<file path="config.mk">
export PLATFORM = sky130hd
export DESIGN_NAME = cse_core
export DESIGN_NICKNAME = d
export VERILOG_FILES = /design/src/cse_core.v /design/src/cse_alu.v
export VERILOG_INCLUDE_DIRS = /design/src
export SDC_FILE = /design/constraint.sdc
export NUM_CORES = 1
export LEC_CHECK = 0
export BUFFER_PORTS_ARGS = -buffer_cell sky130_fd_sc_hd__buf_2
export CORE_MARGIN = 3
export CORE_UTILIZATION = 45
export CTS_BUF_LIST = sky130_fd_sc_hd__clkbuf_8
export CTS_CLUSTER_SIZE = 20
export DETAILED_ROUTE_END_ITERATION = 6
export PLACE_DENSITY = 0.63
export SYNTH_ARGS = -nofsm -noshare
export SYNTH_HDL_FRONTEND = slang
export SYNTH_HIERARCHICAL = 1
export SYNTH_SLANG_ARGS = --single-unit
</file>
<file path="constraint.sdc">
create_clock -name i_sys_clk -period 4.8 [get_ports i_sys_clk]
set_input_delay 0 -clock i_sys_clk [delete_from_list [all_inputs] [get_ports i_sys_clk]]
set_output_delay 0 -clock i_sys_clk [all_outputs]
set_load 0.03 [all_outputs]
</file>
<file path="src/cse_map.vh">
// opcode encodings, decode classes, alu selects and reset values of the subset core
`ifndef CSE_MAP_VH
`define CSE_MAP_VH

// opcodes with a fixed encoding
`define CSE_OP_ADC_LIT      8'h69
`define CSE_OP_ADC_PZ       8'h65
`define CSE_OP_AND_LIT      8'h29
`define CSE_OP_AND_PZ       8'h25
`define CSE_OP_SHL_ACC      8'h0a
`define CSE_OP_SHL_PZ       8'h06
`define CSE_OP_BR_CC        8'h90
`define CSE_OP_BR_CS        8'hb0
`define CSE_OP_BR_ZS        8'hf0

// bit branches: low nibble picks the form, op[7:5] the bit, op[4] clear/set
`define CSE_BB_ACC_NIB      4'h3
`define CSE_BB_PZ_NIB       4'h7
`define CSE_BB_SENSE_BIT    4
`define CSE_BB_SEL_HI       7
`define CSE_BB_SEL_LO       5

// decode classes
`define CSE_K_ALU_LIT       4'h0
`define CSE_K_ALU_PZ        4'h1
`define CSE_K_SHL_ACC       4'h2
`define CSE_K_SHL_PZ        4'h3
`define CSE_K_BB_ACC        4'h4
`define CSE_K_BB_PZ         4'h5
`define CSE_K_BR            4'h6
`define CSE_K_BAD           4'h7

// alu selects
`define CSE_ALU_ADD         2'h0
`define CSE_ALU_AND         2'h1
`define CSE_ALU_SHL         2'h2

// reset values and the page-zero high byte
`define CSE_RST_PC          16'h0000
`define CSE_RST_ACC         8'h00
`define CSE_PZ_PAGE         8'h00

`endif

</file>
<file path="src/cse_core.v">
// decode and execution of the add, and, shift and branch subset
// Operation
// RQ1 - mode zero: add carry, memory into accumulator
// RQ2 - mode one: add into x-addressed memory byte
// RQ3 - add: literal two cycles, page zero three; mode one takes four and five here
// RQ4 - and into accumulator or x-addressed byte
// RQ5 - shift left: accumulator two cycles, memory five
// RQ6 - shift left moves old bit 7 to carry
// RQ7 - shift left fills bit 0 with zero
// RQ8 - bit clear branch: four or five cycles
// RQ9 - bit set branch: same encoding and timing
// RQ10 - carry clear branch taken only when carry zero
// RQ11 - carry set branch taken only when carry one
// RQ12 - zero set branch taken only when zero one
// RQ13 - target is next address plus signed offset
// RQ14 - update n, v, z, c in customary way
`timescale 1ns/100ps
`include "cse_map.vh"

module cse_core #(
  parameter [15:0] RESET_PC = `CSE_RST_PC  // first opcode address
) (
  // clock and reset
  input  wire        i_sys_clk,
  input  wire        i_nrst,
  // memory bus, asynchronous read
  output reg  [15:0] o_mem_addr,
  output reg         o_mem_rd,
  output reg         o_mem_wr,
  output reg  [7:0]  o_mem_wdata,
  input  wire [7:0]  i_mem_rdata,
  // outside core state
  input  wire        i_index_mode,
  input  wire [7:0]  i_x_reg,
  // visible core state
  output reg  [7:0]  o_acc,
  output reg  [15:0] o_pc,
  output reg         o_flag_n,
  output reg         o_flag_v,
  output reg         o_flag_z,
  output reg         o_flag_c,
  output reg         o_sync,
  output reg         o_bad_op
);

  ////////////////////////////////////////////////////////////////////////
  // one-hot states
  localparam [11:0] S_FETCH = 12'h001;  // opcode on the bus
  localparam [11:0] S_ZPA   = 12'h002;  // page-zero address byte
  localparam [11:0] S_OPND  = 12'h004;  // operand byte
  localparam [11:0] S_XRMW  = 12'h008;  // x-addressed byte read
  localparam [11:0] S_XWR   = 12'h010;  // x-addressed byte write
  localparam [11:0] S_ONE   = 12'h020;  // single byte instruction
  localparam [11:0] S_RMW   = 12'h040;  // shift operand read
  localparam [11:0] S_MOD   = 12'h080;  // shift internal cycle
  localparam [11:0] S_WR    = 12'h100;  // shift result write
  localparam [11:0] S_BZD   = 12'h200;  // bit test
  localparam [11:0] S_BIT   = 12'h400;  // bit branch spacer
  localparam [11:0] S_REL   = 12'h800;  // offset byte

  ////////////////////////////////////////////////////////////////////////
  // state registers and next values
  reg [11:0] state_q, state_d;
  reg [7:0]  ir_q,    ir_d;     // opcode being executed
  reg [15:0] pc_q,    pc_d;     // opcode address until the end
  reg [7:0]  acc_q,   acc_d;
  reg [7:0]  opb_q,   opb_d;    // latched operand or result
  reg [15:0] ea_q,    ea_d;     // effective address
  reg        cond_q,  cond_d;   // latched bit test outcome
  reg        mode_q,  mode_d;   // index-memory mode at fetch
  reg        n_q, n_d, v_q, v_d, z_q, z_d, c_q, c_d;
  reg [15:0] addr_d;
  reg        rd_d, wr_d, sync_d, bad_d, flag_we;
  reg [7:0]  wdata_d;
  reg [15:0] base;              // address after the branch
  reg        take;

  // alu hookup
  wire [1:0] alu_sel;
  wire [7:0] alu_a;
  wire [7:0] alu_b;
  wire [7:0] alu_res;
  wire       alu_n, alu_v, alu_z, alu_c;

  ////////////////////////////////////////////////////////////////////////
  // decode class of an opcode
  function [3:0] op_class;
    input [7:0] op;
    begin
      if (op == `CSE_OP_ADC_LIT || op == `CSE_OP_AND_LIT)
        op_class = `CSE_K_ALU_LIT;
      else if (op == `CSE_OP_ADC_PZ || op == `CSE_OP_AND_PZ)
        op_class = `CSE_K_ALU_PZ;
      else if (op == `CSE_OP_SHL_ACC)
        op_class = `CSE_K_SHL_ACC;
      else if (op == `CSE_OP_SHL_PZ)
        op_class = `CSE_K_SHL_PZ;
      else if (op[3:0] == `CSE_BB_ACC_NIB)
        op_class = `CSE_K_BB_ACC;
      else if (op[3:0] == `CSE_BB_PZ_NIB)
        op_class = `CSE_K_BB_PZ;
      else if (op == `CSE_OP_BR_CC || op == `CSE_OP_BR_CS || op == `CSE_OP_BR_ZS)
        op_class = `CSE_K_BR;
      else
        op_class = `CSE_K_BAD;
    end
  endfunction

  // alu operation of an opcode; shifts and the rest fall to shift
  function [1:0] op_alu;
    input [7:0] op;
    begin
      if (op == `CSE_OP_ADC_LIT || op == `CSE_OP_ADC_PZ)
        op_alu = `CSE_ALU_ADD;
      else if (op == `CSE_OP_AND_LIT || op == `CSE_OP_AND_PZ)
        op_alu = `CSE_ALU_AND;
      else
        op_alu = `CSE_ALU_SHL;
    end
  endfunction

  ////////////////////////////////////////////////////////////////////////
  // operand routing: x-path and memory shift take memory as the a side
  assign alu_sel = op_alu(ir_q);
  assign alu_a   = (state_q == S_XRMW || state_q == S_RMW) ? i_mem_rdata : acc_q;
  assign alu_b   = (state_q == S_XRMW) ? opb_q : i_mem_rdata;

  cse_alu u_alu (
    .i_sel (alu_sel),
    .i_a   (alu_a),
    .i_b   (alu_b),
    .i_cin (c_q),
    .o_res (alu_res),
    .o_n   (alu_n),
    .o_v   (alu_v),
    .o_z   (alu_z),
    .o_c   (alu_c)
  );

  ////////////////////////////////////////////////////////////////////////
  // sequencer: every bus request is prepared one cycle ahead
  always @* begin
    state_d = state_q;
    ir_d    = ir_q;
    pc_d    = pc_q;
    acc_d   = acc_q;
    opb_d   = opb_q;
    ea_d    = ea_q;
    cond_d  = cond_q;
    mode_d  = mode_q;
    addr_d  = o_mem_addr;
    wdata_d = o_mem_wdata;
    rd_d    = 1'b0;
    wr_d    = 1'b0;
    bad_d   = 1'b0;
    flag_we = 1'b0;
    base    = pc_q + ((op_class(ir_q) == `CSE_K_BB_PZ) ? 16'h0003 : 16'h0002);
    take    = cond_q;
    case (state_q)
      S_FETCH: begin
        ir_d   = i_mem_rdata;
        mode_d = i_index_mode;  // mode is fixed for the instruction
        addr_d = pc_q + 16'h0001;
        case (op_class(i_mem_rdata))
          `CSE_K_ALU_LIT: begin
            state_d = S_OPND;   // RQ3
            rd_d    = 1'b1;
          end
          `CSE_K_ALU_PZ, `CSE_K_SHL_PZ, `CSE_K_BB_PZ: begin
            state_d = S_ZPA;
            rd_d    = 1'b1;
          end
          `CSE_K_BR: begin
            state_d = S_REL;
            rd_d    = 1'b1;
          end
          `CSE_K_BB_ACC: begin
            state_d = S_BZD;    // RQ8
          end
          default: begin
            state_d = S_ONE;
          end
        endcase
      end
      S_ZPA: begin
        ea_d   = {`CSE_PZ_PAGE, i_mem_rdata};
        addr_d = {`CSE_PZ_PAGE, i_mem_rdata};
        rd_d   = 1'b1;
        if (op_class(ir_q) == `CSE_K_SHL_PZ)
          state_d = S_RMW;
        else if (op_class(ir_q) == `CSE_K_BB_PZ)
          state_d = S_BZD;
        else
          state_d = S_OPND;
      end
      S_OPND: begin
        if (mode_q) begin
          // x path: keep the operand, read the x-addressed byte
          opb_d   = i_mem_rdata;
          ea_d    = {`CSE_PZ_PAGE, i_x_reg};
          addr_d  = {`CSE_PZ_PAGE, i_x_reg};
          rd_d    = 1'b1;
          state_d = S_XRMW;
        end else begin
          acc_d   = alu_res;    // RQ1 RQ4
          flag_we = 1'b1;
          pc_d    = pc_q + 16'h0002;
          addr_d  = pc_q + 16'h0002;
          rd_d    = 1'b1;
          state_d = S_FETCH;
        end
      end
      S_XRMW: begin
        flag_we = 1'b1;         // RQ14
        wdata_d = alu_res;      // RQ2 RQ4
        addr_d  = ea_q;
        wr_d    = 1'b1;
        state_d = S_XWR;
      end
      S_XWR: begin
        pc_d    = pc_q + 16'h0002;
        addr_d  = pc_q + 16'h0002;
        rd_d    = 1'b1;
        state_d = S_FETCH;
      end
      S_ONE: begin
        if (op_class(ir_q) == `CSE_K_SHL_ACC) begin
          acc_d   = alu_res;    // RQ5
          flag_we = 1'b1;
        end else begin
          bad_d   = 1'b1;       // unknown opcode steps over one byte
        end
        pc_d    = pc_q + 16'h0001;
        addr_d  = pc_q + 16'h0001;
        rd_d    = 1'b1;
        state_d = S_FETCH;
      end
      S_RMW: begin
        opb_d   = alu_res;      // RQ5
        flag_we = 1'b1;
        state_d = S_MOD;
      end
      S_MOD: begin
        wdata_d = opb_q;
        addr_d  = ea_q;
        wr_d    = 1'b1;
        state_d = S_WR;
      end
      S_WR: begin
        pc_d    = pc_q + 16'h0002;
        addr_d  = pc_q + 16'h0002;
        rd_d    = 1'b1;
        state_d = S_FETCH;
      end
      S_BZD: begin
        // branch when the chosen bit differs from the sense bit
        if (op_class(ir_q) == `CSE_K_BB_PZ)
          cond_d = i_mem_rdata[ir_q[`CSE_BB_SEL_HI:`CSE_BB_SEL_LO]]
                   ^ ir_q[`CSE_BB_SENSE_BIT];  // RQ8 RQ9
        else
          cond_d = acc_q[ir_q[`CSE_BB_SEL_HI:`CSE_BB_SEL_LO]]
                   ^ ir_q[`CSE_BB_SENSE_BIT];  // RQ8 RQ9
        state_d = S_BIT;
      end
      S_BIT: begin
        addr_d  = base - 16'h0001;  // offset is the last byte
        rd_d    = 1'b1;
        state_d = S_REL;
      end
      S_REL: begin
        if (op_class(ir_q) == `CSE_K_BR) begin
          if (ir_q == `CSE_OP_BR_CC)
            take = ~c_q;        // RQ10
          else if (ir_q == `CSE_OP_BR_CS)
            take = c_q;         // RQ11
          else
            take = z_q;         // RQ12
        end
        if (take)
          pc_d = base + {{8{i_mem_rdata[7]}}, i_mem_rdata};  // RQ13
        else
          pc_d = base;
        addr_d  = pc_d;
        rd_d    = 1'b1;
        state_d = S_FETCH;
      end
      default: begin
        // lost state: restart fetch at the held address
        addr_d  = pc_q;
        rd_d    = 1'b1;
        state_d = S_FETCH;
      end
    endcase
    sync_d = (state_d == S_FETCH);
  end

  ////////////////////////////////////////////////////////////////////////
  // flag update by operation
  always @* begin
    n_d = n_q;
    v_d = v_q;
    z_d = z_q;
    c_d = c_q;
    if (flag_we) begin
      n_d = alu_n;              // RQ14
      z_d = alu_z;
      if (alu_sel == `CSE_ALU_ADD)
        v_d = alu_v;
      if (alu_sel != `CSE_ALU_AND)
        c_d = alu_c;            // RQ6
    end
  end

  ////////////////////////////////////////////////////////////////////////
  // registers, synchronous active-low reset
  always @(posedge i_sys_clk) begin
    if (!i_nrst) begin
      state_q     <= S_FETCH;
      ir_q        <= 8'h00;
      pc_q        <= RESET_PC;
      acc_q       <= `CSE_RST_ACC;
      opb_q       <= 8'h00;
      ea_q        <= 16'h0000;
      cond_q      <= 1'b0;
      mode_q      <= 1'b0;
      n_q         <= 1'b0;
      v_q         <= 1'b0;
      z_q         <= 1'b0;
      c_q         <= 1'b0;
      o_mem_addr  <= RESET_PC;
      o_mem_rd    <= 1'b1;
      o_mem_wr    <= 1'b0;
      o_mem_wdata <= 8'h00;
      o_sync      <= 1'b1;
      o_bad_op    <= 1'b0;
      o_acc       <= `CSE_RST_ACC;
      o_pc        <= RESET_PC;
      o_flag_n    <= 1'b0;
      o_flag_v    <= 1'b0;
      o_flag_z    <= 1'b0;
      o_flag_c    <= 1'b0;
    end else begin
      state_q     <= state_d;
      ir_q        <= ir_d;
      pc_q        <= pc_d;
      acc_q       <= acc_d;
      opb_q       <= opb_d;
      ea_q        <= ea_d;
      cond_q      <= cond_d;
      mode_q      <= mode_d;
      n_q         <= n_d;
      v_q         <= v_d;
      z_q         <= z_d;
      c_q         <= c_d;
      o_mem_addr  <= addr_d;
      o_mem_rd    <= rd_d;
      o_mem_wr    <= wr_d;
      o_mem_wdata <= wdata_d;
      o_sync      <= sync_d;
      o_bad_op    <= bad_d;
      o_acc       <= acc_d;
      o_pc        <= pc_d;
      o_flag_n    <= n_d;
      o_flag_v    <= v_d;
      o_flag_z    <= z_d;
      o_flag_c    <= c_d;
    end
  end

endmodule

</file>
<file path="src/cse_alu.v">
// combinational add, and and shift unit with flag results
`timescale 1ns/100ps
`include "cse_map.vh"

module cse_alu (
  // operation select and operands
  input  wire [1:0] i_sel,
  input  wire [7:0] i_a,
  input  wire [7:0] i_b,
  input  wire       i_cin,
  // result and flags
  output reg  [7:0] o_res,
  output reg        o_n,
  output reg        o_v,
  output reg        o_z,
  output reg        o_c
);

  reg [8:0] sum;  // nine bits keep the carry out

  ////////////////////////////////////////////////////////////////////////
  // decimal mode is not modelled; the sum is always binary
  always @* begin
    sum   = {1'b0, i_a} + {1'b0, i_b} + {8'h00, i_cin};
    o_res = 8'h00;
    o_v   = 1'b0;
    o_c   = i_cin;
    case (i_sel)
      `CSE_ALU_ADD: begin
        o_res = sum[7:0];
        o_c   = sum[8];
        o_v   = (i_a[7] == i_b[7]) && (sum[7] != i_a[7]);
      end
      `CSE_ALU_AND: begin
        o_res = i_a & i_b;
      end
      `CSE_ALU_SHL: begin
        o_res = {i_a[6:0], 1'b0};  // RQ7
        o_c   = i_a[7];            // RQ6
      end
      default: begin
        o_res = 8'h00;
      end
    endcase
    o_n = o_res[7];
    o_z = (o_res == 8'h00);
  end

endmodule

</file>
==> run_results.csv <==
group,metric,value,unit
floorplanning,boundaryPins,75,
setup_path,timing.rr.start,"state_q[10]$_SDFF_PN0_",
cells_and_area,multi_input_area,5400,µm²
logic_synthesis,post_synth_num_cell_types,84,
logic_synthesis,yosys_warnings,6,
floorplanning,placeable_core_area,16600,µm²
floorplanning,die_area,18700,µm²
routing,drt_pre_antenna_iters,7,
floorplanning,die_width,137,µm
setup_path,critical_setup_path_kind,"flip-flop to flip-flop",
logic_synthesis,yosys_most_used_dff,"sky130_fd_sc_hd__dfxtp_1",
logic_synthesis,synthTopCellsByCount,"sky130_fd_sc_hd__nand2_1, sky130_fd_sc_hd__nor2_1, sky130_fd_sc_hd__dfxtp_1, sky130_fd_sc_hd__a21oi_1, sky130_fd_sc_hd__o21ai_0",
routing,drtIter0Drc,720,
setup_path,ff2ff_path_depth,13,
timing,final-setup-viol-count,0,
setup_path,crit_slowest_cell,"sky130_fd_sc_hd__or4_4",
floorplanning,initial_standard_cell_utilization_of_the_core,46.3,%
logic_synthesis,portion_of_synthesized_cell_area_occupied_by_the_leading_cell_type,24.4,%
logic_synthesis,synth.cell_area,7700,µm²
logic_synthesis,synthesis.nets,1069,
cells_and_area,final_nets,1117,
cts,cts_max_path_buffers,2,
cts,cts_sinks,94,
timing,crit_path_time_final,4.59,ns
setup_path,critical_path.cell_chain,"or4_4 -> or4_4 -> or2_1 -> nand2_8 -> mux2_2 -> fa_1 -> a211oi_2 -> o21ai_1 -> a41o_1 -> xnor2_1 -> o21ai_1 -> mux2i_1 -> a211oi_1",
cells_and_area,fillers,1658,
global_route,vias_in_the_first_global_route,7591,
setup_path,required,5.10,ns
setup_path,endpoint_of_the_most_critical_register_to_register_path,"o_mem_wdata[7]$_SDFFE_PN0N_",
routing,vias,8139,
floorplanning,row_count,47,
logic_synthesis,synth-seq-cells,94,
placed_design,io_buffers,74,
setup_path,crit_path_end,"o_mem_wdata[7]$_SDFFE_PN0N_",
logic_synthesis,post-synth-top-area-cell,"sky130_fd_sc_hd__dfxtp_1",
logic_synthesis,synth_async_sr_flop_share,0,%
setup_path,startpoint,"state_q[10]$_SDFF_PN0_",
pwr,power.total,1.93,mW
timing,finalSetupTns,0,ns
logic_synthesis,synth-edff-count,0,
setup_path,critPathMaxStageDelay,0.64,ns
cts,cts-htree-levels,3,
global_route,antenna_found_initial,0,
pwr,max-vdd-ir-drop,151,µV
hold_path,hold_path_class,"input pin to flip-flop",
routing,wl,27200,µm
run_status,status,"complete, but fails checks",
routing,post-route-drc-count,3,
cts,worst_setup_hold_path_clk_slew,0.10,ns
setup_path,cp.depth,13,
placed_design,detailed_place_hpwl,19600,µm
pwr,leakagePower,3.41,nW
global_route,global_route_wire_length_before_repair,42500,µm
cells_and_area,seqCellArea,1880,µm²
timing,worst_max_slew_margin_expressed_relative_to_the_limit,35.0,%
setup_path,worst_endpoint_data_arrival_time,4.89,ns
timing,highest_clock_frequency_the_design_can_meet,0.218,GHz
cts,cts_setup_buffers,0,
timing,max_slew.worst_pin.slew,0.950,ns
run_status,failed_checks,"DRC",
setup_path,critical_path.top_delay_family,"simple AND/OR/NAND/NOR gates",
cts,cts_buf_count,9,
logic_synthesis,netlist_top_cells_area,"sky130_fd_sc_hd__dfxtp_1, sky130_fd_sc_hd__nand2_1, sky130_fd_sc_hd__nor2_1",
routing,route.antenna.remaining_nets,0,
timing,hold_viol_final,0,
timing,clock_skew,0.0164,ns
global_route,grtUsageTotal,29.2,%
timing,report.final.slew_viol_count,0,
logic_synthesis,synthesis.instances,1017,
setup_path,worst-path-buf-inv,0,
logic_synthesis,post-synth-top-count-cell,"sky130_fd_sc_hd__nand2_1",
hold_path,holdCritStartpoint,"i_mem_rdata[2]",
cts,insertion_delay,0.39,ns
timing,rsz_0062_raised_after_global_routing,"false",
cells_and_area,antenna_cells_inserted,0,
global_route,pin_count_of_the_biggest_net_entering_global_routing,54,
setup_path,worstPathMaxFanout,9,
cells_and_area,flow.area_growth_from_synthesis,10.7,%
floorplanning,die_y,137,µm
global_route,global_route.overflow_total,0,
routing,viasPerCell,6.31,
cts,cts_repair_resize_count,0,
setup_path,endpoint_kind,"flip-flop",
cts,cts_hold_buffers,11,
cells_and_area,post_route_cells_drive_above_1_share,16.0,%
routing,post_drt_wl_per_cell,21.1,µm
setup_path,ff2ff_setup_slack,0.21,ns
logic_synthesis,ys_seq_area_share,24.4,%
timing,period_share,95.6,%
cts,tritoncts_clock_tree,"built",
pwr,cellPowerDensity,226,nW/µm²
setup_path,cp-start-kind,"flip-flop",
cts,master_cell_of_the_clock_root_buffer,"sky130_fd_sc_hd__clkbuf_8",
logic_synthesis,postSynthAreaPerCell,7.57,µm²
run,drv_cap,0,
placed_design,globalplace.congestion,0.942,
-- tightest hold or removal path, stage by stage --
cell                      delay, ns
sky130_fd_sc_hd__buf_2         0.20
sky130_fd_sc_hd__nand2_1       0.09
sky130_fd_sc_hd__a21oi_1       0.07
-- per-layer routing --
layer	global-route usage (%)	vias up	part of all wire [%]
met5	0	-	0
met4	13.6	0	4.5
met3	4.74	79	6.9
met2	47.8	372	47
met1	37.6	3834	42
li1	-	3854	-
-- per-stage QoR --
| stage | area [µm²] | std cells | utilization [%] | hold WS [ns] | worst slack (ns) |
|---|---|---|---|---|---|
| after floorplan | 7700 | 1017 | - | 0.140 | 0.449 |
| after global placement | 8230 | 1263 | 49.4 | 0.258 | 0.362 |
| after detailed placement | 8230 | 1263 | 49.4 | 0.259 | 0.271 |
| after CTS | 8530 | 1290 | 51.2 | 0.00953 | 0.245 |
| after global routing | 8530 | 1290 | 51.2 | 0.0282 | 0.00838 |
| final | 8530 | 1290 | 51.2 | 0.0292 | 0.212 |
-- registers in the layout, indices dropped and copies added (netlist names), 8 cells and up --
register     flops
o_mem_addr      16
ea_q             8
opb_q            8
o_mem_wdata      8
ir_q             8
state_q         12
pc_q            16
acc_q            8
-- placed cells by master, fill, tap and decap left out, types with 12 or more instances in the layout --
cell                         n
sky130_fd_sc_hd__nor2_1    106
sky130_fd_sc_hd__nor3_1     44
sky130_fd_sc_hd__o211ai_1   14
sky130_fd_sc_hd__a21oi_1    68
sky130_fd_sc_hd__nand4_1    17
sky130_fd_sc_hd__ha_1       30
sky130_fd_sc_hd__dfxtp_1    94
sky130_fd_sc_hd__xnor2_1    34
sky130_fd_sc_hd__nand2_1   113
sky130_fd_sc_hd__nor4_1     17
sky130_fd_sc_hd__mux2_2     17
sky130_fd_sc_hd__o21ai_0    66
sky130_fd_sc_hd__a22oi_1    14
sky130_fd_sc_hd__mux2i_1    25
sky130_fd_sc_hd__a211oi_1   18
sky130_fd_sc_hd__a311oi_1   14
sky130_fd_sc_hd__buf_2      74
sky130_fd_sc_hd__nand2b_1   12
sky130_fd_sc_hd__buf_4      30
sky130_fd_sc_hd__xor2_1     14
sky130_fd_sc_hd__nand3_1    16
sky130_fd_sc_hd__or3_1      13
sky130_fd_sc_hd__inv_1      20
-- layout make-up --
type	instances	area share, %
clock buffer	11	1.78
sequential	94	22.1
multi-input combinational	824	63.3
tap	220	3.23
inverter	21	0.924
clock inverter	5	0.455
timing repair buffer	115	8.28
-- kinds of logic (layout without fill, tap and decap cells) --
logic type	count (synthesis)	in the layout	share of synthesized area, %
AOI/OAI and AO/OA	287	287	24.6
muxes	47	47	7.20
buffers and inverters	99	152	5.51
xor gates and xnor gates	48	48	5.46
DFF	94	94	24.4
adders and majority gates	33	33	5.65
and+or+nand+nor	409	409	27.2
-- how the worst min path moves through the flow --
| stage | to | slack [ns] | cells past startpoint |
|---|---|---|---|
| after detailed placement | mode_q$_SDFFE_PN0P_ | 0.26 | 3 |
| after CTS | ir_q[2]$_SDFFE_PN0P_ | 0.01 | 3 |
| final | ir_q[2]$_SDFFE_PN0P_ | 0.03 | 3 |
| after global placement | mode_q$_SDFFE_PN0P_ | 0.26 | 3 |
| after global routing | ir_q[2]$_SDFFE_PN0P_ | 0.03 | 3 |
| after floorplan | ir_q[4]$_SDFFE_PN0P_ | 0.14 | 2 |
-- power by group --
| group | total (mW) | switching, mW | internal, mW |
|---|---|---|---|
| sequential | 0.856 | 0.0433 | 0.813 |
| clock | 0.547 | 0.326 | 0.221 |
| combinational | 0.522 | 0.339 | 0.182 |
| total | 1.93 | 0.709 | 1.22 |
Note: power is estimated with default switching activity, not from simulation.
